## config.mk

```make
export PLATFORM = sky130hd
export DESIGN_NAME = nand_host_ctrl
export DESIGN_NICKNAME = d
export VERILOG_FILES = /design/src/nand_host_pkg.sv /design/src/nand_host_ctrl.sv /design/src/nand_pin_cycle.sv
export SDC_FILE = /design/constraint.sdc
export NUM_CORES = 1
export LEC_CHECK = 0
export ABC_AREA = 1
export BUFFER_PORTS_ARGS = -buffer_cell sky130_fd_sc_hd__buf_2
export CAP_MARGIN = 20
export CORE_ASPECT_RATIO = 1.1
export CORE_MARGIN = 3
export CORE_UTILIZATION = 50
export CTS_CLUSTER_DIAMETER = 120
export DETAILED_ROUTE_END_ITERATION = 6
export PLACE_DENSITY_LB_ADDON = 0.1
export SLEW_MARGIN = 15
export SYNTH_ARGS = -nofsm -noshare
export SYNTH_HDL_FRONTEND = slang
export SYNTH_HIERARCHICAL = 1
export SYNTH_SLANG_ARGS = --single-unit
```

## constraint.sdc

```tcl
create_clock -name clock -period 6 [get_ports clock]
set_input_delay 0.6 -clock clock [delete_from_list [all_inputs] [get_ports clock]]
set_output_delay 0.6 -clock clock [all_outputs]
set_load 0.005 [all_outputs]
```

## src/nand_host_pkg.sv

```systemverilog
package nand_host_pkg;

  // clock and derived timing
  localparam int CLK_NS           = 100;
  localparam int T_WB_NS          = 100;   // strobe high to busy, longest
  localparam int T_ERASE_MAX_US   = 5000;
  localparam int T_PROG_MAX_US    = 700;
  localparam int T_READ_MAX_US    = 200;   // dual-page array load, longest
  localparam int T_PROG_FIRST_US  = 1;     // short busy after first-page confirm
  // busy may appear up to the full window after the strobe, so wait one cycle past it
  localparam int WB_CYCLES        = (T_WB_NS + CLK_NS) / CLK_NS;
  localparam int ERASE_MAX_CYCLES = (T_ERASE_MAX_US * 1000) / CLK_NS;
  localparam int PROG_MAX_CYCLES  = (T_PROG_MAX_US * 1000) / CLK_NS;
  localparam int READ_MAX_CYCLES  = (T_READ_MAX_US * 1000) / CLK_NS;
  localparam int PROG_FIRST_CYCLES = (T_PROG_FIRST_US * 1000) / CLK_NS;

  // geometry
  localparam int COL_W        = 12;
  localparam int ROW_W        = 17;
  localparam int PAGE_BITS    = 6;
  localparam int PAGE_BYTES   = 2112;
  localparam int MAIN_BYTES   = 2048;
  localparam int SPARE_BYTES  = 64;
  localparam int PAGES_PER_BLK = 64;
  localparam int BLOCKS       = 2048;
  localparam int ECC_SECTORS  = 4;
  localparam int TIMER_W      = 17;

  // register byte offsets
  localparam logic [7:0] REG_CTRL   = 8'h00;
  localparam logic [7:0] REG_COLUMN = 8'h04;
  localparam logic [7:0] REG_ROW    = 8'h08;
  localparam logic [7:0] REG_WDATA  = 8'h0c;
  localparam logic [7:0] REG_RDATA  = 8'h10;
  localparam logic [7:0] REG_STATUS = 8'h14;

  // field positions
  localparam int CTRL_OP_LSB   = 0;
  localparam int CTRL_WP_BIT   = 8;
  localparam int ST_SEQ_BUSY   = 0;
  localparam int ST_RB         = 1;
  localparam int ST_ERR        = 2;
  localparam int ST_ECC_OK     = 3;
  localparam int ST_TIMEOUT    = 4;
  localparam int ST_BYTE_LSB   = 8;
  // device status byte
  localparam int SB_FAIL       = 0;
  localparam int SB_PLANE0     = 1;
  localparam int SB_PLANE1     = 2;
  localparam int SB_READY      = 6;
  localparam int SB_WP_N       = 7;

  // reset values
  localparam logic [COL_W-1:0] COL_RESET = 12'h000;
  localparam logic [ROW_W-1:0] ROW_RESET = 17'h00000;

  // device command codes
  localparam logic [7:0] CMD_READ_SETUP  = 8'h00;
  localparam logic [7:0] CMD_READ_GO     = 8'h30;
  localparam logic [7:0] CMD_PROG_SETUP  = 8'h80;
  localparam logic [7:0] CMD_PROG_GO     = 8'h10;
  localparam logic [7:0] CMD_PROG_FIRST  = 8'h11;
  localparam logic [7:0] CMD_ERASE_SETUP = 8'h60;
  localparam logic [7:0] CMD_ERASE_GO    = 8'hd0;
  localparam logic [7:0] CMD_COL_OUT     = 8'h05;
  localparam logic [7:0] CMD_COL_OUT_GO  = 8'he0;
  localparam logic [7:0] CMD_COL_IN      = 8'h85;
  localparam logic [7:0] CMD_STATUS      = 8'h70;
  localparam logic [7:0] CMD_STATUS_DUAL = 8'h71;
  localparam logic [7:0] CMD_ECC_STATUS  = 8'h7a;
  localparam logic [7:0] CMD_RESET       = 8'hff;

  // software operations
  typedef enum logic [3:0] {
    OP_RESET       = 4'b0000,
    OP_STATUS      = 4'b0001,
    OP_STATUS_DUAL = 4'b0010,
    OP_READ        = 4'b0011,
    OP_PROG_SETUP  = 4'b0100,
    OP_PROG_GO     = 4'b0101,
    OP_PROG_FIRST  = 4'b0110,
    OP_ERASE       = 4'b0111,
    OP_COL_OUT     = 4'b1000,
    OP_COL_IN      = 4'b1001,
    OP_ECC         = 4'b1010,
    OP_DATA_IN     = 4'b1011,
    OP_DATA_OUT    = 4'b1100
  } op_t;
  localparam logic [3:0] OP_LAST = 4'hc;

  // one pin-level step
  typedef enum logic [2:0] {
    K_CMD  = 3'b000,
    K_ADDR = 3'b001,
    K_DIN  = 3'b010,
    K_DOUT = 3'b011,
    K_WAIT = 3'b100
  } kind_t;

  typedef struct packed {
    kind_t      kind;
    logic [7:0] data;
    logic       last;
  } step_t;

endpackage : nand_host_pkg

```

## src/nand_host_ctrl.sv

```systemverilog
// Overview of operation
// - five address cycles for read and program setup, column then row
// - latch and strobe levels select cycle type
// - host holds strobes high during read busy
// - read, program, erase use two-part commands
// - 05/E0 and 85 move column pointers
// - ECC status only right after page read
`timescale 1ns/1ps
module nand_host_ctrl #(
  parameter int ERASE_TIMEOUT = nand_host_pkg::ERASE_MAX_CYCLES,
  parameter int PROG_TIMEOUT  = nand_host_pkg::PROG_MAX_CYCLES
) (
  input  wire logic        clock,
  input  wire logic        srst,
  input  wire logic [7:0]  avs_address,
  input  wire logic        avs_read,
  input  wire logic        avs_write,
  input  wire logic [31:0] avs_writedata,
  output logic [31:0]      avs_readdata,
  output logic             avs_waitrequest,
  output logic             cmd_latch,
  output logic             addr_latch,
  output logic             chip_select_n,
  output logic             write_strobe_n,
  output logic             read_strobe_n,
  output logic             write_protect_n,
  input  wire logic [7:0]  shared_io_bus_in,
  output logic [7:0]       shared_io_bus_out,
  output logic             shared_io_bus_oe,
  input  wire logic        ready_busy_n
);
  import nand_host_pkg::*;

  typedef enum logic [2:0] {
    S_IDLE  = 3'b000,
    S_ISSUE = 3'b001,
    S_PIN   = 3'b010,
    S_WB    = 3'b011,
    S_RB    = 3'b100
  } seq_t;

  // address byte n of the five-cycle address
  function automatic logic [7:0] addr_byte(input logic [2:0] n,
                                           input logic [COL_W-1:0] col,
                                           input logic [ROW_W-1:0] row);
    logic [7:0] b;
    b = 8'h00;
    unique case (n)
      3'd0:    b = col[7:0];
      3'd1:    b = {4'h0, col[11:8]};
      3'd2:    b = row[7:0];
      3'd3:    b = row[15:8];
      default: b = {7'h00, row[16]};
    endcase
    return b;
  endfunction : addr_byte

  function automatic step_t mk(input kind_t k, input logic [7:0] d, input logic l);
    step_t s;
    s = '{kind: k, data: d, last: l};
    return s;
  endfunction : mk

  // pin-level step idx of each operation
  function automatic step_t step_of(input op_t op, input logic [2:0] idx,
                                    input logic [COL_W-1:0] col,
                                    input logic [ROW_W-1:0] row,
                                    input logic [7:0] wd);
    step_t s;
    s = mk(K_WAIT, 8'h00, 1'b1);
    unique case (op)
      OP_RESET:
        s = (idx == 3'd0) ? mk(K_CMD, CMD_RESET, 1'b0) : mk(K_WAIT, 8'h00, 1'b1);
      OP_STATUS:
        s = (idx == 3'd0) ? mk(K_CMD, CMD_STATUS, 1'b0) : mk(K_DOUT, 8'h00, 1'b1);
      OP_STATUS_DUAL:
        s = (idx == 3'd0) ? mk(K_CMD, CMD_STATUS_DUAL, 1'b0) : mk(K_DOUT, 8'h00, 1'b1);
      OP_READ: begin
        if (idx == 3'd0)      s = mk(K_CMD, CMD_READ_SETUP, 1'b0);
        else if (idx <= 3'd5) s = mk(K_ADDR, addr_byte(idx - 3'd1, col, row), 1'b0);
        else if (idx == 3'd6) s = mk(K_CMD, CMD_READ_GO, 1'b0);
        else                  s = mk(K_WAIT, 8'h00, 1'b1);
      end
      OP_PROG_SETUP: begin
        if (idx == 3'd0) s = mk(K_CMD, CMD_PROG_SETUP, 1'b0);
        else             s = mk(K_ADDR, addr_byte(idx - 3'd1, col, row), idx == 3'd5);
      end
      OP_PROG_GO:
        s = (idx == 3'd0) ? mk(K_CMD, CMD_PROG_GO, 1'b0) : mk(K_WAIT, 8'h00, 1'b1);
      OP_PROG_FIRST:
        s = (idx == 3'd0) ? mk(K_CMD, CMD_PROG_FIRST, 1'b0) : mk(K_WAIT, 8'h00, 1'b1);
      OP_ERASE: begin                            // row cycles only
        if (idx == 3'd0)      s = mk(K_CMD, CMD_ERASE_SETUP, 1'b0);
        else if (idx <= 3'd3) s = mk(K_ADDR, addr_byte(idx + 3'd1, col, row), 1'b0);
        else if (idx == 3'd4) s = mk(K_CMD, CMD_ERASE_GO, 1'b0);
        else                  s = mk(K_WAIT, 8'h00, 1'b1);
      end
      OP_COL_OUT: begin
        if (idx == 3'd0)      s = mk(K_CMD, CMD_COL_OUT, 1'b0);
        else if (idx <= 3'd2) s = mk(K_ADDR, addr_byte(idx - 3'd1, col, row), 1'b0);
        else                  s = mk(K_CMD, CMD_COL_OUT_GO, 1'b1);
      end
      OP_COL_IN: begin
        if (idx == 3'd0) s = mk(K_CMD, CMD_COL_IN, 1'b0);
        else             s = mk(K_ADDR, addr_byte(idx - 3'd1, col, row), idx == 3'd2);
      end
      OP_ECC:                                    // one byte per sector
        s = (idx == 3'd0) ? mk(K_CMD, CMD_ECC_STATUS, 1'b0)
                          : mk(K_DOUT, 8'h00, idx == 3'(ECC_SECTORS));
      OP_DATA_IN:  s = mk(K_DIN, wd, 1'b1);
      OP_DATA_OUT: s = mk(K_DOUT, 8'h00, 1'b1);
      default:     s = mk(K_WAIT, 8'h00, 1'b1);
    endcase
    return s;
  endfunction : step_of

  seq_t               seq, next_seq;
  op_t                op, next_op;
  logic [2:0]         idx, next_idx;
  logic [TIMER_W-1:0] timer, next_timer;
  logic [COL_W-1:0]   column, next_column;
  logic [ROW_W-1:0]   row, next_row;
  logic [7:0]         wdata, next_wdata;
  logic [31:0]        rdata, next_rdata;
  logic [7:0]         status_byte, next_status_byte;
  logic               wp_release, next_wp_release;
  logic               err, next_err, timed_out, next_timed_out;
  logic               ecc_ok, next_ecc_ok;
  logic               pin_start, next_pin_start;
  logic               next_ce_n;
  logic               next_wait;
  logic [31:0]        next_readdata;
  logic               wr_take;
  logic [3:0]         wr_op;
  logic               op_ok;
  logic [TIMER_W-1:0] limit;
  step_t              cur;
  logic [7:0]         pin_rx;
  logic               pin_done;

  assign cur     = step_of(op, idx, column, row, wdata);
  assign wr_take = avs_write && !avs_waitrequest;
  assign wr_op   = avs_writedata[CTRL_OP_LSB +: 4];
  // correction status read is refused unless it directly follows a page read
  assign op_ok   = (wr_op <= OP_LAST) && ((wr_op != OP_ECC) || ecc_ok);

  // busy wait bound per operation
  always_comb begin
    limit = TIMER_W'(PROG_TIMEOUT);
    if (op == OP_ERASE) limit = TIMER_W'(ERASE_TIMEOUT);
    if (op == OP_READ) limit = TIMER_W'(READ_MAX_CYCLES);
    if (op == OP_PROG_FIRST) limit = TIMER_W'(PROG_FIRST_CYCLES + WB_CYCLES);
  end

  // avalon slave: one wait cycle for reads and idle-time writes (writes wait while the sequencer runs), then a single cycle with waitrequest low
  always_comb begin
    next_wait     = 1'b1;
    next_readdata = avs_readdata;
    if (avs_waitrequest && (avs_read || (avs_write && seq == S_IDLE))) begin
      next_wait = 1'b0;
      unique case (avs_address)
        REG_CTRL:   next_readdata = {23'h0, wp_release, 4'h0, op};
        REG_COLUMN: next_readdata = {20'h0, column};
        REG_ROW:    next_readdata = {15'h0, row};
        REG_WDATA:  next_readdata = {24'h0, wdata};
        REG_RDATA:  next_readdata = rdata;
        REG_STATUS: next_readdata = {16'h0, status_byte, 3'h0, timed_out, ecc_ok, err,
                                     ready_busy_n, seq != S_IDLE};
        default:    next_readdata = 32'h0;
      endcase
    end
  end

  // sequencer and software registers
  always_comb begin
    next_seq         = seq;
    next_op          = op;
    next_idx         = idx;
    next_timer       = timer;
    next_column      = column;
    next_row         = row;
    next_wdata       = wdata;
    next_rdata       = rdata;
    next_status_byte = status_byte;
    next_wp_release  = wp_release;
    next_err         = err;
    next_timed_out   = timed_out;
    next_ecc_ok      = ecc_ok;
    next_pin_start   = 1'b0;
    if (wr_take) begin
      unique case (avs_address)
        REG_CTRL: begin
          next_wp_release = avs_writedata[CTRL_WP_BIT];
          if (op_ok) begin
            next_op     = op_t'(wr_op);
            next_idx    = 3'd0;
            next_seq    = S_ISSUE;
            next_ecc_ok = 1'b0;
          end else begin
            next_err = 1'b1;
          end
        end
        REG_COLUMN: next_column = avs_writedata[COL_W-1:0];
        REG_ROW:    next_row = avs_writedata[ROW_W-1:0];
        REG_WDATA:  next_wdata = avs_writedata[7:0];
        REG_STATUS: begin
          if (avs_writedata[ST_ERR]) next_err = 1'b0;
          if (avs_writedata[ST_TIMEOUT]) next_timed_out = 1'b0;
        end
        default: ;
      endcase
    end
    unique case (seq)
      S_IDLE: ;
      S_ISSUE: begin
        if (cur.kind == K_WAIT) begin
          next_timer = TIMER_W'(WB_CYCLES);
          next_seq   = S_WB;
        end else begin
          next_pin_start = 1'b1;
          next_seq       = S_PIN;
        end
      end
      S_PIN: begin
        if (pin_done) begin
          if (cur.kind == K_DOUT) begin
            next_rdata = {rdata[23:0], pin_rx};
            if (op == OP_STATUS || op == OP_STATUS_DUAL) next_status_byte = pin_rx;
          end
          next_idx = idx + 3'd1;
          next_seq = cur.last ? S_IDLE : S_ISSUE;
        end
      end
      S_WB: begin
        // ready/busy is not valid until the device had time to pull it low
        if (timer <= TIMER_W'(1)) begin
          next_timer = '0;
          next_seq   = S_RB;
        end else begin
          next_timer = timer - TIMER_W'(1);
        end
      end
      S_RB: begin
        // strobes stay high while waiting, chip select stays low
        if (ready_busy_n) begin
          next_seq = S_IDLE;
          if (op == OP_READ) next_ecc_ok = 1'b1;
        end else if (timer >= limit) begin
          next_seq       = S_IDLE;
          next_err       = 1'b1;
          next_timed_out = 1'b1;
        end else begin
          next_timer = timer + TIMER_W'(1);
        end
      end
      default: next_seq = S_IDLE;
    endcase
    // a hardware error raised in the clearing cycle survives the clear
    if (seq == S_RB && !ready_busy_n && timer >= limit) begin
      next_err       = 1'b1;
      next_timed_out = 1'b1;
    end
    next_ce_n = (next_seq == S_IDLE);
  end

  always_ff @(posedge clock) begin
    if (srst) begin
      seq             <= S_IDLE;
      op              <= OP_RESET;
      idx             <= 3'd0;
      timer           <= '0;
      column          <= COL_RESET;
      row             <= ROW_RESET;
      wdata           <= 8'h00;
      rdata           <= 32'h0;
      status_byte     <= 8'h00;
      wp_release      <= 1'b0;
      err             <= 1'b0;
      timed_out       <= 1'b0;
      ecc_ok          <= 1'b0;
      pin_start       <= 1'b0;
      chip_select_n   <= 1'b1;
      write_protect_n <= 1'b0;
      avs_waitrequest <= 1'b1;
      avs_readdata    <= 32'h0;
    end else begin
      seq             <= next_seq;
      op              <= next_op;
      idx             <= next_idx;
      timer           <= next_timer;
      column          <= next_column;
      row             <= next_row;
      wdata           <= next_wdata;
      rdata           <= next_rdata;
      status_byte     <= next_status_byte;
      wp_release      <= next_wp_release;
      err             <= next_err;
      timed_out       <= next_timed_out;
      ecc_ok          <= next_ecc_ok;
      pin_start       <= next_pin_start;
      chip_select_n   <= next_ce_n;
      write_protect_n <= next_wp_release;
      avs_waitrequest <= next_wait;
      avs_readdata    <= next_readdata;
    end
  end

  // one command, address, data-in or data-out bus cycle on the pins
  nand_pin_cycle u_pin (
    .clock          (clock),
    .srst           (srst),
    .start          (pin_start),
    .kind           (cur.kind),
    .tx_byte        (cur.data),
    .io_in          (shared_io_bus_in),
    .cmd_latch      (cmd_latch),
    .addr_latch     (addr_latch),
    .write_strobe_n (write_strobe_n),
    .read_strobe_n  (read_strobe_n),
    .io_out         (shared_io_bus_out),
    .io_oe          (shared_io_bus_oe),
    .rx_byte        (pin_rx),
    .done           (pin_done)
  );

endmodule : nand_host_ctrl

```

## src/nand_pin_cycle.sv

```systemverilog
`timescale 1ns/1ps
module nand_pin_cycle (
  input  wire logic                 clock,
  input  wire logic                 srst,
  input  wire logic                 start,
  input  wire nand_host_pkg::kind_t kind,
  input  wire logic [7:0]           tx_byte,
  input  wire logic [7:0]           io_in,
  output logic                      cmd_latch,
  output logic                      addr_latch,
  output logic                      write_strobe_n,
  output logic                      read_strobe_n,
  output logic [7:0]                io_out,
  output logic                      io_oe,
  output logic [7:0]                rx_byte,
  output logic                      done
);
  import nand_host_pkg::*;

  typedef enum logic [1:0] {
    P_IDLE   = 2'b00,
    P_STROBE = 2'b01,
    P_HOLD   = 2'b10,
    P_GAP    = 2'b11
  } pin_t;

  pin_t       state, next_state;
  kind_t      kind_q, next_kind_q;
  logic       next_cle, next_ale, next_we_n, next_rd_n, next_oe, next_done;
  logic [7:0] next_io_out, next_rx;

  // every phase is one 100 ns cycle, which covers all strobe, setup and hold minima
  always_comb begin
    next_state  = state;
    next_kind_q = kind_q;
    next_cle    = cmd_latch;
    next_ale    = addr_latch;
    next_we_n   = write_strobe_n;
    next_rd_n   = read_strobe_n;
    next_oe     = io_oe;
    next_io_out = io_out;
    next_rx     = rx_byte;
    next_done   = 1'b0;
    unique case (state)
      P_IDLE: begin
        if (start) begin
          next_kind_q = kind;
          next_cle    = (kind == K_CMD);
          next_ale    = (kind == K_ADDR);
          if (kind == K_DOUT) begin
            next_rd_n = 1'b0;
          end else begin
            next_io_out = tx_byte;
            next_oe     = 1'b1;
            next_we_n   = 1'b0;
          end
          next_state = P_STROBE;
        end
      end
      P_STROBE: begin
        // rising write strobe latches command, address or data
        next_we_n = 1'b1;
        next_rd_n = 1'b1;
        if (kind_q == K_DOUT) begin
          next_rx = io_in;                 // sampled long after access time
        end
        next_state = P_HOLD;
      end
      P_HOLD: begin
        next_cle   = 1'b0;
        next_ale   = 1'b0;
        next_oe    = 1'b0;
        next_state = P_GAP;
      end
      P_GAP: begin
        // gap gives the turnaround between write and read strobes
        next_done  = 1'b1;
        next_state = P_IDLE;
      end
    endcase
  end

  always_ff @(posedge clock) begin
    if (srst) begin
      state          <= P_IDLE;
      kind_q         <= K_CMD;
      cmd_latch      <= 1'b0;
      addr_latch     <= 1'b0;
      write_strobe_n <= 1'b1;
      read_strobe_n  <= 1'b1;
      io_oe          <= 1'b0;
      io_out         <= 8'h00;
      rx_byte        <= 8'h00;
      done           <= 1'b0;
    end else begin
      state          <= next_state;
      kind_q         <= next_kind_q;
      cmd_latch      <= next_cle;
      addr_latch     <= next_ale;
      write_strobe_n <= next_we_n;
      read_strobe_n  <= next_rd_n;
      io_oe          <= next_oe;
      io_out         <= next_io_out;
      rx_byte        <= next_rx;
      done           <= next_done;
    end
  end

endmodule : nand_pin_cycle

```

# == After elaboration in Yosys (flattened, before gate mapping) ==
# Cells that the tools add are included.
# totals
word_cells,206
out_inout_bits,48
ff_bits,170
in_bits,53
# op_classes
add_sub_neg,4
n_reduce_logical,40
mux,82
magnitude_cmp,6
eq_ne,45
n_bitwise,2
# ops
op,count
$pmux W32 S6,1
$pmux W12 S13,1
$mux W12,9
$mux W17,6
$pmux W8 S4,2
$pmux W17 S3,1
$mux W10,4
$mux W3,12
$mux W1,33
$mux W11,3
$eq A3 B2 Y1 const B,9
$eq A4 B4 Y1 const B,5
$logic_not A3 Y1,6
$reduce_and A3 Y1,6
$add A17 B1 Y17 const B,1
$ge A17 B17 Y1,1
$le A17 B1 Y1 const B,1
$sub A17 B1 Y17 const B,1
$eq A4 B3 Y1 const B,4
$eq A8 B4 Y1 const B,2
$eq A8 B5 Y1 const B,2
$mux W16,1
$eq A3 B3 Y1 const B,5
$pmux W3 S5,1
28 further kinds,62

# == Logic depth before layout (Yosys ltp) ==
# Gate-level depths: netlist (run 1).
# depth
ltp_word,10
ltp_mapped,18
ltp_nobuf,18

# == Modules after synthesis ==
# Netlist (run 1), hierarchy kept.
# modules_own_cells
mod,instances,cells_each,area_per_inst_um2,seq_area_each_um2
nand_host_ctrl,1,1243,8105.3,2862.7
nand_pin_cycle,1,170,1212.4,540.5

# == Worst setup path after synthesis (run 1) ==
# OpenSTA, ideal clock, no wires.
# synth_timing
path_kind,reg2reg
startpoint,reg idx[0]
endpoint,reg u_pin.io_out[0]
path_stages_with_launch,15
required_ps,5887
setup_time_ps,113
arrival_ps,2069
path_slack_ps,3819
synth_period_minus_slack_ps,2181
path_buffers,1
cell_sequence,dfxtp_1 > inv_1 > ha_1 > nand2_2 > inv_1 > buf_4 > nor3_1 > or2_1 > inv_1 > nand2_1 > nand3_2 > nand2_2 > inv_2 > nor2_1 > nor2_1
# synth_lines
item,line,rtl
"start, declared",nand_host_ctrl.sv:119,"logic [2:0] idx, next_idx;"
"start signal, assigned",nand_host_ctrl.sv:289,idx <= next_idx;
"end signal, assigned",nand_pin_cycle.sv:103,io_out <= next_io_out;
"end, declared",nand_pin_cycle.sv:13,"output logic [7:0] io_out,"

==> impl_metrics.json, run 1 <==
{
  "status": "finished clean",
  "detail-route-antenna-nets": 0,
  "crit_slowest_cell": "dfxtp_1",
  "ctsRootBufferMaster": "clkbuf_16",
  "cp_cell_sequence": "inv_1 > ha_1 > nand2_2 > inv_1 > nor2_1 > inv_1 > o21ai_0 > or2_1 > inv_1 > nand2_1 > nand3_2 > nand2_2 > inv_2 > nor2_1 > nor2_1",
  "fin_setup_tns_ns": 0,
  "post-cts-setup-buffer-count": 0,
  "p_comb_frac": 0.044,
  "cts.clk_slew.worst_paths_ns": 0.07,
  "cts_buffers": 17,
  "post-route-period-util": 0.484,
  "synth_edf_count": 0,
  "routed_wl_um": 27100,
  "firstDrtPassIters": 7,
  "grt_antenna_before_repair": 1,
  "dieWidth_um": 136,
  "synthesis.nets": 1489,
  "overflow": 0,
  "netlist_area_um2": 9320,
  "cts_buffer_depth": 2,
  "pwr-share-clk": 0.469,
  "drv_slew": 0,
  "avgSynthCellArea_um2": 6.59,
  "endpoint": "u_pin/io_out[7]$_SDFFE_PP0P_",
  "report.final.hold_viol_count": 0,
  "crit_fanout": 13,
  "avgViaCountPerCell": 5.42,
  "r2r_slack_ns": 3.10,
  "r2r_start": "idx[0]$_SDFF_PP0_",
  "postCtsHoldBufs": 0,
  "cp-start-kind": "flip-flop",
  "drive_gt1_frac": 0.105,
  "cp-end-kind": "flip-flop",
  "pin_count": 101,
  "drv_cap": 0,
  "syn2layout_area_growth_pct": 11.5,
  "worstPathArrival_ns": 3.24,
  "vias": 9314,
  "power_density_nw_per_um2": 224,
  "path_buf_inv": 5,
  "ys_ff_latch": 170,
  "drc": 0,
  "startpoint": "idx[0]$_SDFF_PP0_",
  "p_int_mw": 1.73,
  "grt_pass1_wl_um": 43600,
  "ys.flop_type": "dfxtp_1",
  "rsz0062_at_grt": "no",
  "p_sw_mw": 0.601,
  "grt_use_met3": 0.0425,
  "power.leakage_nw": 4.50,
  "finalNetCount": 1544,
  "max_slew.worst_pin.slew_ns": 0.913,
  "synth_warnings": 6,
  "critical_path_class": "flip-flop to flip-flop",
  "grt_start_max_net_pins": 66,
  "irDropWorstVdd_v": 0.000198,
  "clk_latency_ns": 0.44,
  "grt_pass1_vias": 8513,
  "synth_cell_types": 46,
  "start_util": 0.518,
  "cp.required_ns": 6.33,
  "cp.depth": 15,
  "crit_top_cell": "inv_1",
  "core_um2": 18000,
  "port_buffers": 85,
  "seqPwrFrac": 0.487,
  "finalPower_mw": 2.33,
  "gp_congestion": 0.928,
  "grt_use_met1": 0.354,
  "track_usage": 0.271,
  "min_path_type": "input port to flip-flop",
  "p_sw_frac": 0.258,
  "die-area_um2": 20300,
  "slew_headroom": 0.391,
  "finalSetupViolations": 0,
  "first_iter_violations": 693,
  "worstReg2RegEnd": "u_pin/io_out[7]$_SDFFE_PP0P_",
  "finClkSkew_ns": 0.0105,
  "layout_common_cells": "nand2_1 (303), inv_1 (182), nor2_1 (173)",
  "ys_seq_area_frac": 0.365,
  "post-dp-hpwl_um": 20000,
  "grt_util_met2": 0.449,
  "grt_most_used_layer": "met2",
  "period_needed_ns": 2.90,
  "async_reset_ff_frac": 0,
  "critPathMaxStageDelay_ns": 0.43,
  "wl_per_cell_um": 15.8,
  "die_y_um": 149,
  "cp_top_family": "simple AND/OR/NAND/NOR gates",
  "htreeDepth": 4,
  "rows": 51,
  "r2r_cells": 15,
  "cts_tree": "done",
  "clock_sinks": 170,
  "syn_inst": 1413,
  "post_cts_resized": 0,
  "max_freq_mhz": 345,
  "layout_commonest_cell": "nand2_1"
}
worst min path at each step:
stage | from | to | slack (ns) | cells past startpoint
after floorplan | rdata[24]$_SDFFE_PP0P_ | rdata[24]$_SDFFE_PP0P_ | 0.42 | 2
after global placement | rdata[25]$_SDFFE_PP0P_ | rdata[25]$_SDFFE_PP0P_ | 0.43 | 2
after detailed placement | rdata[29]$_SDFFE_PP0P_ | rdata[29]$_SDFFE_PP0P_ | 0.44 | 2
after CTS | avs_writedata[12] | row[12]$_SDFFE_PP0P_ | 0.38 | 3
after global routing | avs_writedata[14] | row[14]$_SDFFE_PP0P_ | 0.39 | 3
final | avs_writedata[12] | row[12]$_SDFFE_PP0P_ | 0.39 | 3
through the flow:
stage                     std cells  worst slack, ns  hold slack [ns]  area [um^2]   util
after floorplan                1413             3.82            0.424         9320      -
after global placement         1687             3.20            0.433         9800  0.545
after detailed placement       1687             3.16            0.437         9800  0.545
after CTS                      1719             3.14            0.378        10400  0.577
after global routing           1720             2.74            0.393        10400  0.577
final                          1720             3.10            0.389        10400  0.577
registers in the layout, summed over array words and instances (netlist names), 2 cells and up:
| register | flops |
|---|---|
| avs_readdata | 32 |
| rdata | 32 |
| row | 17 |
| timer | 17 |
| column | 12 |
| status_byte | 8 |
| u_pin/io_out | 8 |
| u_pin/rx_byte | 8 |
| wdata | 8 |
| op | 4 |
| idx | 3 |
| seq | 3 |
| u_pin/kind_q | 3 |
| u_pin/state | 2 |
per-layer routing:
metal | share of wire | routed length [um]
met2 | 0.48 | 12900
met3 | 0.060 | 1610
met5 | 0 | 0
met1 | 0.44 | 11800
met4 | 0.029 | 796
worst min-delay path, cell delays in order:
cell	delay (ns)
buf_2	0.07
nor2_1	0.03
nor2_1	0.08
cell families after synthesis:
group | count (synthesis) | share of synthesized area
AND/OR/NAND/NOR | 620 | 0.283
multiplexers | 1 | 0.00107
buffers and inverters | 245 | 0.108
XOR/XNOR | 17 | 0.0160
flip-flops | 170 | 0.365
adder cells (fa/ha/maj) | 23 | 0.0309
AO/OA/AOI/OAI | 337 | 0.196
power by group through the flow:
stage	combinational (mW)	sequential, mW	clock, mW
2_1_floorplan	0.0665	1.16	0
6_report	0.102	1.13	1.09
4_1_cts	0.103	1.13	1.11
3_3_place_gp	0.102	1.16	0
3_5_place_dp	0.103	1.16	0
5_1_grt	0.119	1.13	1.16
cell type report:
type	count	area, um^2
antenna	1	2.50
sequential	170	3400
multi-input combinational	998	4920
inverter	191	718
fill	1870	7610
clock buffer	18	439
clock inverter	14	145
tap	238	298
timing repair buffer	90	463
cells in the mapped netlist (2+ instances only):
cell type | instances | area, um^2
dfxtp_1 | 170 | 3400
nor2_2 | 7 | 43.8
nor2_4 | 2 | 22.5
inv_1 | 183 | 687
nand4_1 | 14 | 87.6
nand3_1 | 75 | 375
a211oi_1 | 3 | 22.5
buf_6 | 7 | 78.8
nand2_2 | 6 | 37.5
o2111ai_1 | 6 | 52.6
buf_2 | 17 | 85.1
a21oi_1 | 157 | 786
o21ai_0 | 127 | 636
inv_2 | 7 | 26.3
nand3b_1 | 10 | 75.1
o21ai_1 | 3 | 15.0
nor3_1 | 20 | 100
ha_1 | 23 | 288
o22ai_1 | 19 | 119
nand3_2 | 2 | 20.0
buf_4 | 2 | 15.0
a221oi_1 | 3 | 26.3
clkbuf_1 | 27 | 101
nor2_1 | 173 | 649
or2_1 | 2 | 12.5
nand2_4 | 2 | 22.5
o211ai_1 | 2 | 15.0
xor2_1 | 17 | 149
nand2_1 | 303 | 1140
o221ai_1 | 8 | 70.1
Note: power is estimated with default switching activity, not from simulation.
==> run 2, diff against run 1 <==
clock period = 2.7 ns   (was 6 ns; I/O delays follow)
==> impl_metrics.json, run 2 (synthesis gave the netlist of run 1 again) <==
{
  "instances_no_fill": 1747,
  "cp_cell_sequence": "inv_1 > ha_2 > nand2_2 > clkinvlp_4 > buf_4 > nand3_1 > nand2_1 > a2111oi_0 > nand3_1 > nand3b_1 > nand2_1 > nor2_1",
  "track_usage": 0.274,
  "cp_top_family": "simple AND/OR/NAND/NOR gates",
  "cts_buffer_depth": 2,
  "die_y_um": 149,
  "path_buf_inv": 3,
  "syn2layout_area_growth_pct": 14.4,
  "fin_setup_tns_ns": 0,
  "critical_path_class": "flip-flop to flip-flop",
  "drive_gt1_frac": 0.129,
  "status": "finished clean",
  "gp_congestion": 0.933,
  "multi_input_area_um2": 4960,
  "min_path_type": "input port to flip-flop",
  "pin_count": 101,
  "crit_slowest_cell": "a2111oi_0",
  "cp.required_ns": 3.04,
  "postCtsHoldBufs": 0,
  "finalSetupViolations": 0,
  "rows": 51,
  "rsz0062_at_grt": "no",
  "port_buffers": 85,
  "routed_wl_um": 27700,
  "placed_cells": 1713,
  "die-area_um2": 20300,
  "htreeDepth": 4,
  "vias": 9481,
  "grt_start_max_net_pins": 65,
  "finClkSkew_ns": 0.00816,
  "seq_area_um2": 3410,
  "layout_commonest_cell": "nand2_1",
  "grt_antenna_before_repair": 0,
  "start_util": 0.518,
  "power.leakage_nw": 4.64,
  "drv_slew": 0,
  "finalWorstSetupSlack_ns": 0.190,
  "cts_buffers": 17,
  "max_slew.worst_pin.slew_ns": 0.705,
  "report.final.hold_viol_count": 0,
  "core_um2": 18000,
  "crit_fanout": 9,
  "post-route-period-util": 0.930,
  "max_freq_mhz": 398,
  "slew_headroom": 0.529,
  "post-dp-hpwl_um": 20700,
  "fill_cells": 1870,
  "grt_use_met3": 0.0408,
  "worstPathArrival_ns": 2.85,
  "cp-start-kind": "flip-flop",
  "clk_latency_ns": 0.44,
  "firstDrtPassIters": 6,
  "n_antenna_cell": 0,
  "detail-route-antenna-nets": 0,
  "reg_top3": "avs_readdata x32, rdata x32",
  "ctsRootBufferMaster": "clkbuf_16",
  "grt_pass1_wl_um": 44200,
  "grt_use_met1": 0.358,
  "grt_pass1_vias": 8563,
  "cts_tree": "done",
  "drv_cap": 0,
  "cp-end-kind": "flip-flop",
  "grt_most_used_layer": "met2",
  "cts.clk_slew.worst_paths_ns": 0.07,
  "finalNetCount": 1572,
  "pre_cts_slack_ns": 0.111,
  "overflow": 0,
  "layout_common_cells": "nand2_1 (302), inv_1 (181), nor2_1 (170)",
  "wl_per_cell_um": 15.8,
  "power_density_nw_per_um2": 487,
  "period_needed_ns": 2.51,
  "grt_util_met2": 0.463,
  "irDropWorstVdd_v": 0.000456,
  "critPathMaxStageDelay_ns": 0.47,
  "drc": 0,
  "avgViaCountPerCell": 5.43,
  "first_iter_violations": 700,
  "clock_sinks": 170,
  "dieWidth_um": 136
}
-- run 2: cell count changes in the layout (fill, tap and decap cells not counted), moves of 3 or more --
cell     previous run  this run
inv_6               4         1
dfxtp_1           170       166
dfxtp_2             0         4
inv_8               4         7
buf_4               5        31
nor2_1            173       170
-- run 2: final cells by class --
| cell class | instances | share of cell area |
|---|---|---|
| clock buffers | 18 | 0.0403 |
| clock inverters | 14 | 0.0137 |
| inverters | 191 | 0.0677 |
| multi-input cells | 998 | 0.465 |
| flip-flops and latches | 170 | 0.320 |
| well taps | 238 | 0.0279 |
| repair buffers | 118 | 0.0655 |
-- run 2: per-stage QoR --
step	area (um^2)	hold slack (ns)	total power, mW	util
2_1_floorplan	9320	0.339	2.73	-
3_3_place_gp	10000	0.433	2.81	0.557
3_5_place_dp	10000	0.436	2.81	0.557
4_1_cts	10600	0.0498	5.23	0.589
5_1_grt	10700	0.0657	5.37	0.592
6_report	10700	0.0569	5.19	0.592
-- run 2: final timing paths --
path,cells past startpoint,endpoint,slack [ns],from
worst max-delay path,12,u_pin/io_out[4]$_SDFFE_PP0P_,0.19,idx[1]$_SDFF_PP0_
worst min-delay path,3,row[14]$_SDFFE_PP0P_,0.06,avs_writedata[14]
worst max register to register,12,u_pin/io_out[4]$_SDFFE_PP0P_,0.19,idx[1]$_SDFF_PP0_
worst min register to register,2,rdata[25]$_SDFFE_PP0P_,0.44,rdata[25]$_SDFFE_PP0P_
-- run 2: where the power goes --
group	switching [mW]	leakage [nW]	total, mW	internal, mW
Clock	1.20	0.281	2.43	1.24
Combinational	0.162	2.99	0.237	0.0747
Sequential	0.00662	1.37	2.52	2.51
Total	1.37	4.64	5.19	3.83
-- run 2: per-layer routing --
layer  up-vias  wire (um)
met5         -          0
met2       311      13200
met1      4352      12200
li1       4776          -
met4         0        711
met3        42       1570
-- run 2: tightest hold or removal path, cell delays in order --
cell and delay, ns:
buf_2 0.07, nor2_1 0.03, nor2_1 0.08
-- run 2: timing repair --
item                                    CTS  global route
buffers inserted                          0             2
gates resized for setup                   0            15
endpoints found under the setup margin    0            29
==> run 3, diff against run 2 <==
PLACE_DENSITY_LB_ADDON = 0.08   (was 0.1)
==> impl_metrics.json, run 3 (synthesis gave the netlist of run 1 again) <==
{
  "status": "finished clean",
  "r2r_cells": 13,
  "pin_count": 101,
  "worstHoldStart": "avs_writedata[12]",
  "min_path_type": "input port to flip-flop",
  "clk_latency_ns": 0.44,
  "cp-start-kind": "flip-flop",
  "fin_setup_tns_ns": 0,
  "vias": 9415,
  "routed_wl_um": 27800,
  "cts.clk_slew.worst_paths_ns": 0.07,
  "max_freq_mhz": 406,
  "power.leakage_nw": 4.63,
  "critical_path_class": "flip-flop to flip-flop",
  "die_y_um": 149,
  "worstPathArrival_ns": 2.80,
  "finalSetupViolations": 0,
  "power_density_nw_per_um2": 485,
  "crit_fanout": 6,
  "grt_antenna_before_repair": 0,
  "gp_congestion": 0.914,
  "cp.required_ns": 3.03,
  "first_iter_violations": 711,
  "min_path_cells": 3,
  "cts_buffer_depth": 2,
  "r2r_start": "idx[0]$_SDFF_PP0_",
  "start_util": 0.518,
  "post-dp-hpwl_um": 20500,
  "layout_common_cells": "nand2_1 (302), inv_1 (181), nor2_1 (170)",
  "grt_pass1_wl_um": 44100,
  "postCtsHoldBufs": 0,
  "grt_start_max_net_pins": 102,
  "slew_headroom": 0.495,
  "cp-end-kind": "flip-flop",
  "irDropWorstVdd_v": 0.000466,
  "multi_input_area_um2": 4940,
  "drive_gt1_frac": 0.126,
  "seq_area_um2": 3410,
  "period_needed_ns": 2.46,
  "fill_cells": 1835,
  "n_antenna_cell": 0,
  "firstDrtPassIters": 5,
  "post-route-period-util": 0.912,
  "startpoint": "idx[0]$_SDFF_PP0_",
  "finClkSkew_ns": 0.0118,
  "cts_tree": "done",
  "die-area_um2": 20300,
  "holdPathEnd": "row[12]$_SDFFE_PP0P_",
  "port_buffers": 85,
  "pre_cts_slack_ns": 0.147,
  "syn2layout_area_growth_pct": 14.0,
  "clock_sinks": 170,
  "wl_per_cell_um": 15.9,
  "drv_slew": 0,
  "ctsRootBufferMaster": "clkbuf_16",
  "layout_commonest_cell": "nand2_1",
  "core_um2": 18000,
  "r2r_slack_ns": 0.24,
  "overflow": 0,
  "finalWorstSetupSlack_ns": 0.237,
  "drv_cap": 0,
  "report.final.hold_viol_count": 0,
  "detail-route-antenna-nets": 0,
  "drc": 0,
  "finalNetCount": 1569,
  "grt_pass1_vias": 8439,
  "max_slew.worst_pin.slew_ns": 0.757,
  "reg_top3": "avs_readdata x32, rdata x32",
  "track_usage": 0.274,
  "rows": 51,
  "avgViaCountPerCell": 5.40,
  "rsz0062_at_grt": "no",
  "worstReg2RegEnd": "u_pin/io_out[7]$_SDFFE_PP0P_",
  "htreeDepth": 4,
  "dieWidth_um": 136,
  "cts_buffers": 17
}
-- run 3: layer usage --
layer	wire length (um)	global-route usage
met4	610	0.0857
met1	12200	0.369
met2	13500	0.458
met3	1510	0.0351
met5	0	0
-- run 3: worst max path at each step --
stage / slack [ns] / cells after the start / endpoint
global placement: 0.19 / 15 / timer[11]$_SDFFE_PP0P_
CTS: 0.14 / 15 / timer[13]$_SDFFE_PP0P_
detailed placement: 0.15 / 15 / timer[13]$_SDFFE_PP0P_
floorplan: 0.52 / 14 / u_pin/io_out[0]$_SDFFE_PP0P_
finish: 0.24 / 13 / u_pin/io_out[7]$_SDFFE_PP0P_
global route: 0.005 / 15 / u_pin/io_out[3]$_SDFFE_PP0P_
-- run 3: stage by stage --
| step | power (mW) | instances | cell area [um^2] | util | hold slack, ns |
|---|---|---|---|---|---|
| floorplan | 2.73 | 1413 | 9320 | - | 0.339 |
| detailed placement | 2.81 | 1710 | 10000 | 0.556 | 0.436 |
| global placement | 2.81 | 1710 | 10000 | 0.556 | 0.434 |
| finish | 5.16 | 1743 | 10600 | 0.591 | 0.0582 |
| global route | 5.35 | 1743 | 10600 | 0.591 | 0.0861 |
| CTS | 5.20 | 1741 | 10600 | 0.588 | 0.0499 |
-- run 3: cell type report --
| class | count | share of cell area |
|---|---|---|
| Clock buffer | 17 | 0.0400 |
| Multi-Input combinational cell | 998 | 0.465 |
| Sequential cell | 170 | 0.321 |
| Tap cell | 238 | 0.0280 |
| Inverter | 191 | 0.0679 |
| Clock inverter | 14 | 0.0144 |
| Timing Repair Buffer | 115 | 0.0636 |
-- run 3: timing repair --
item                       in CTS  in global routing
gates resized for setup         0                 12
buffers inserted                0                  2
setup endpoints to repair       0                 27
-- run 3: critical path, stage by stage, from the launching register on --
cell and delay (ns):
dfxtp_2 0.35, ha_1 0.25, ha_1 0.38, nand2_1 0.18
inv_1 0.14, nand2_1 0.08, o221ai_1 0.16, o21ai_0 0.21
nor3_1 0.09, a211oi_1 0.18, nand2_1 0.08, nand3b_1 0.16
nand2_1 0.07, nor2_1 0.05
-- run 3: report_power, final --
group	internal, mW	switching (mW)	total [mW]
Sequential	2.51	0.00702	2.52
Clock	1.23	1.17	2.40
Combinational	0.0751	0.161	0.237
Total	3.82	1.34	5.16
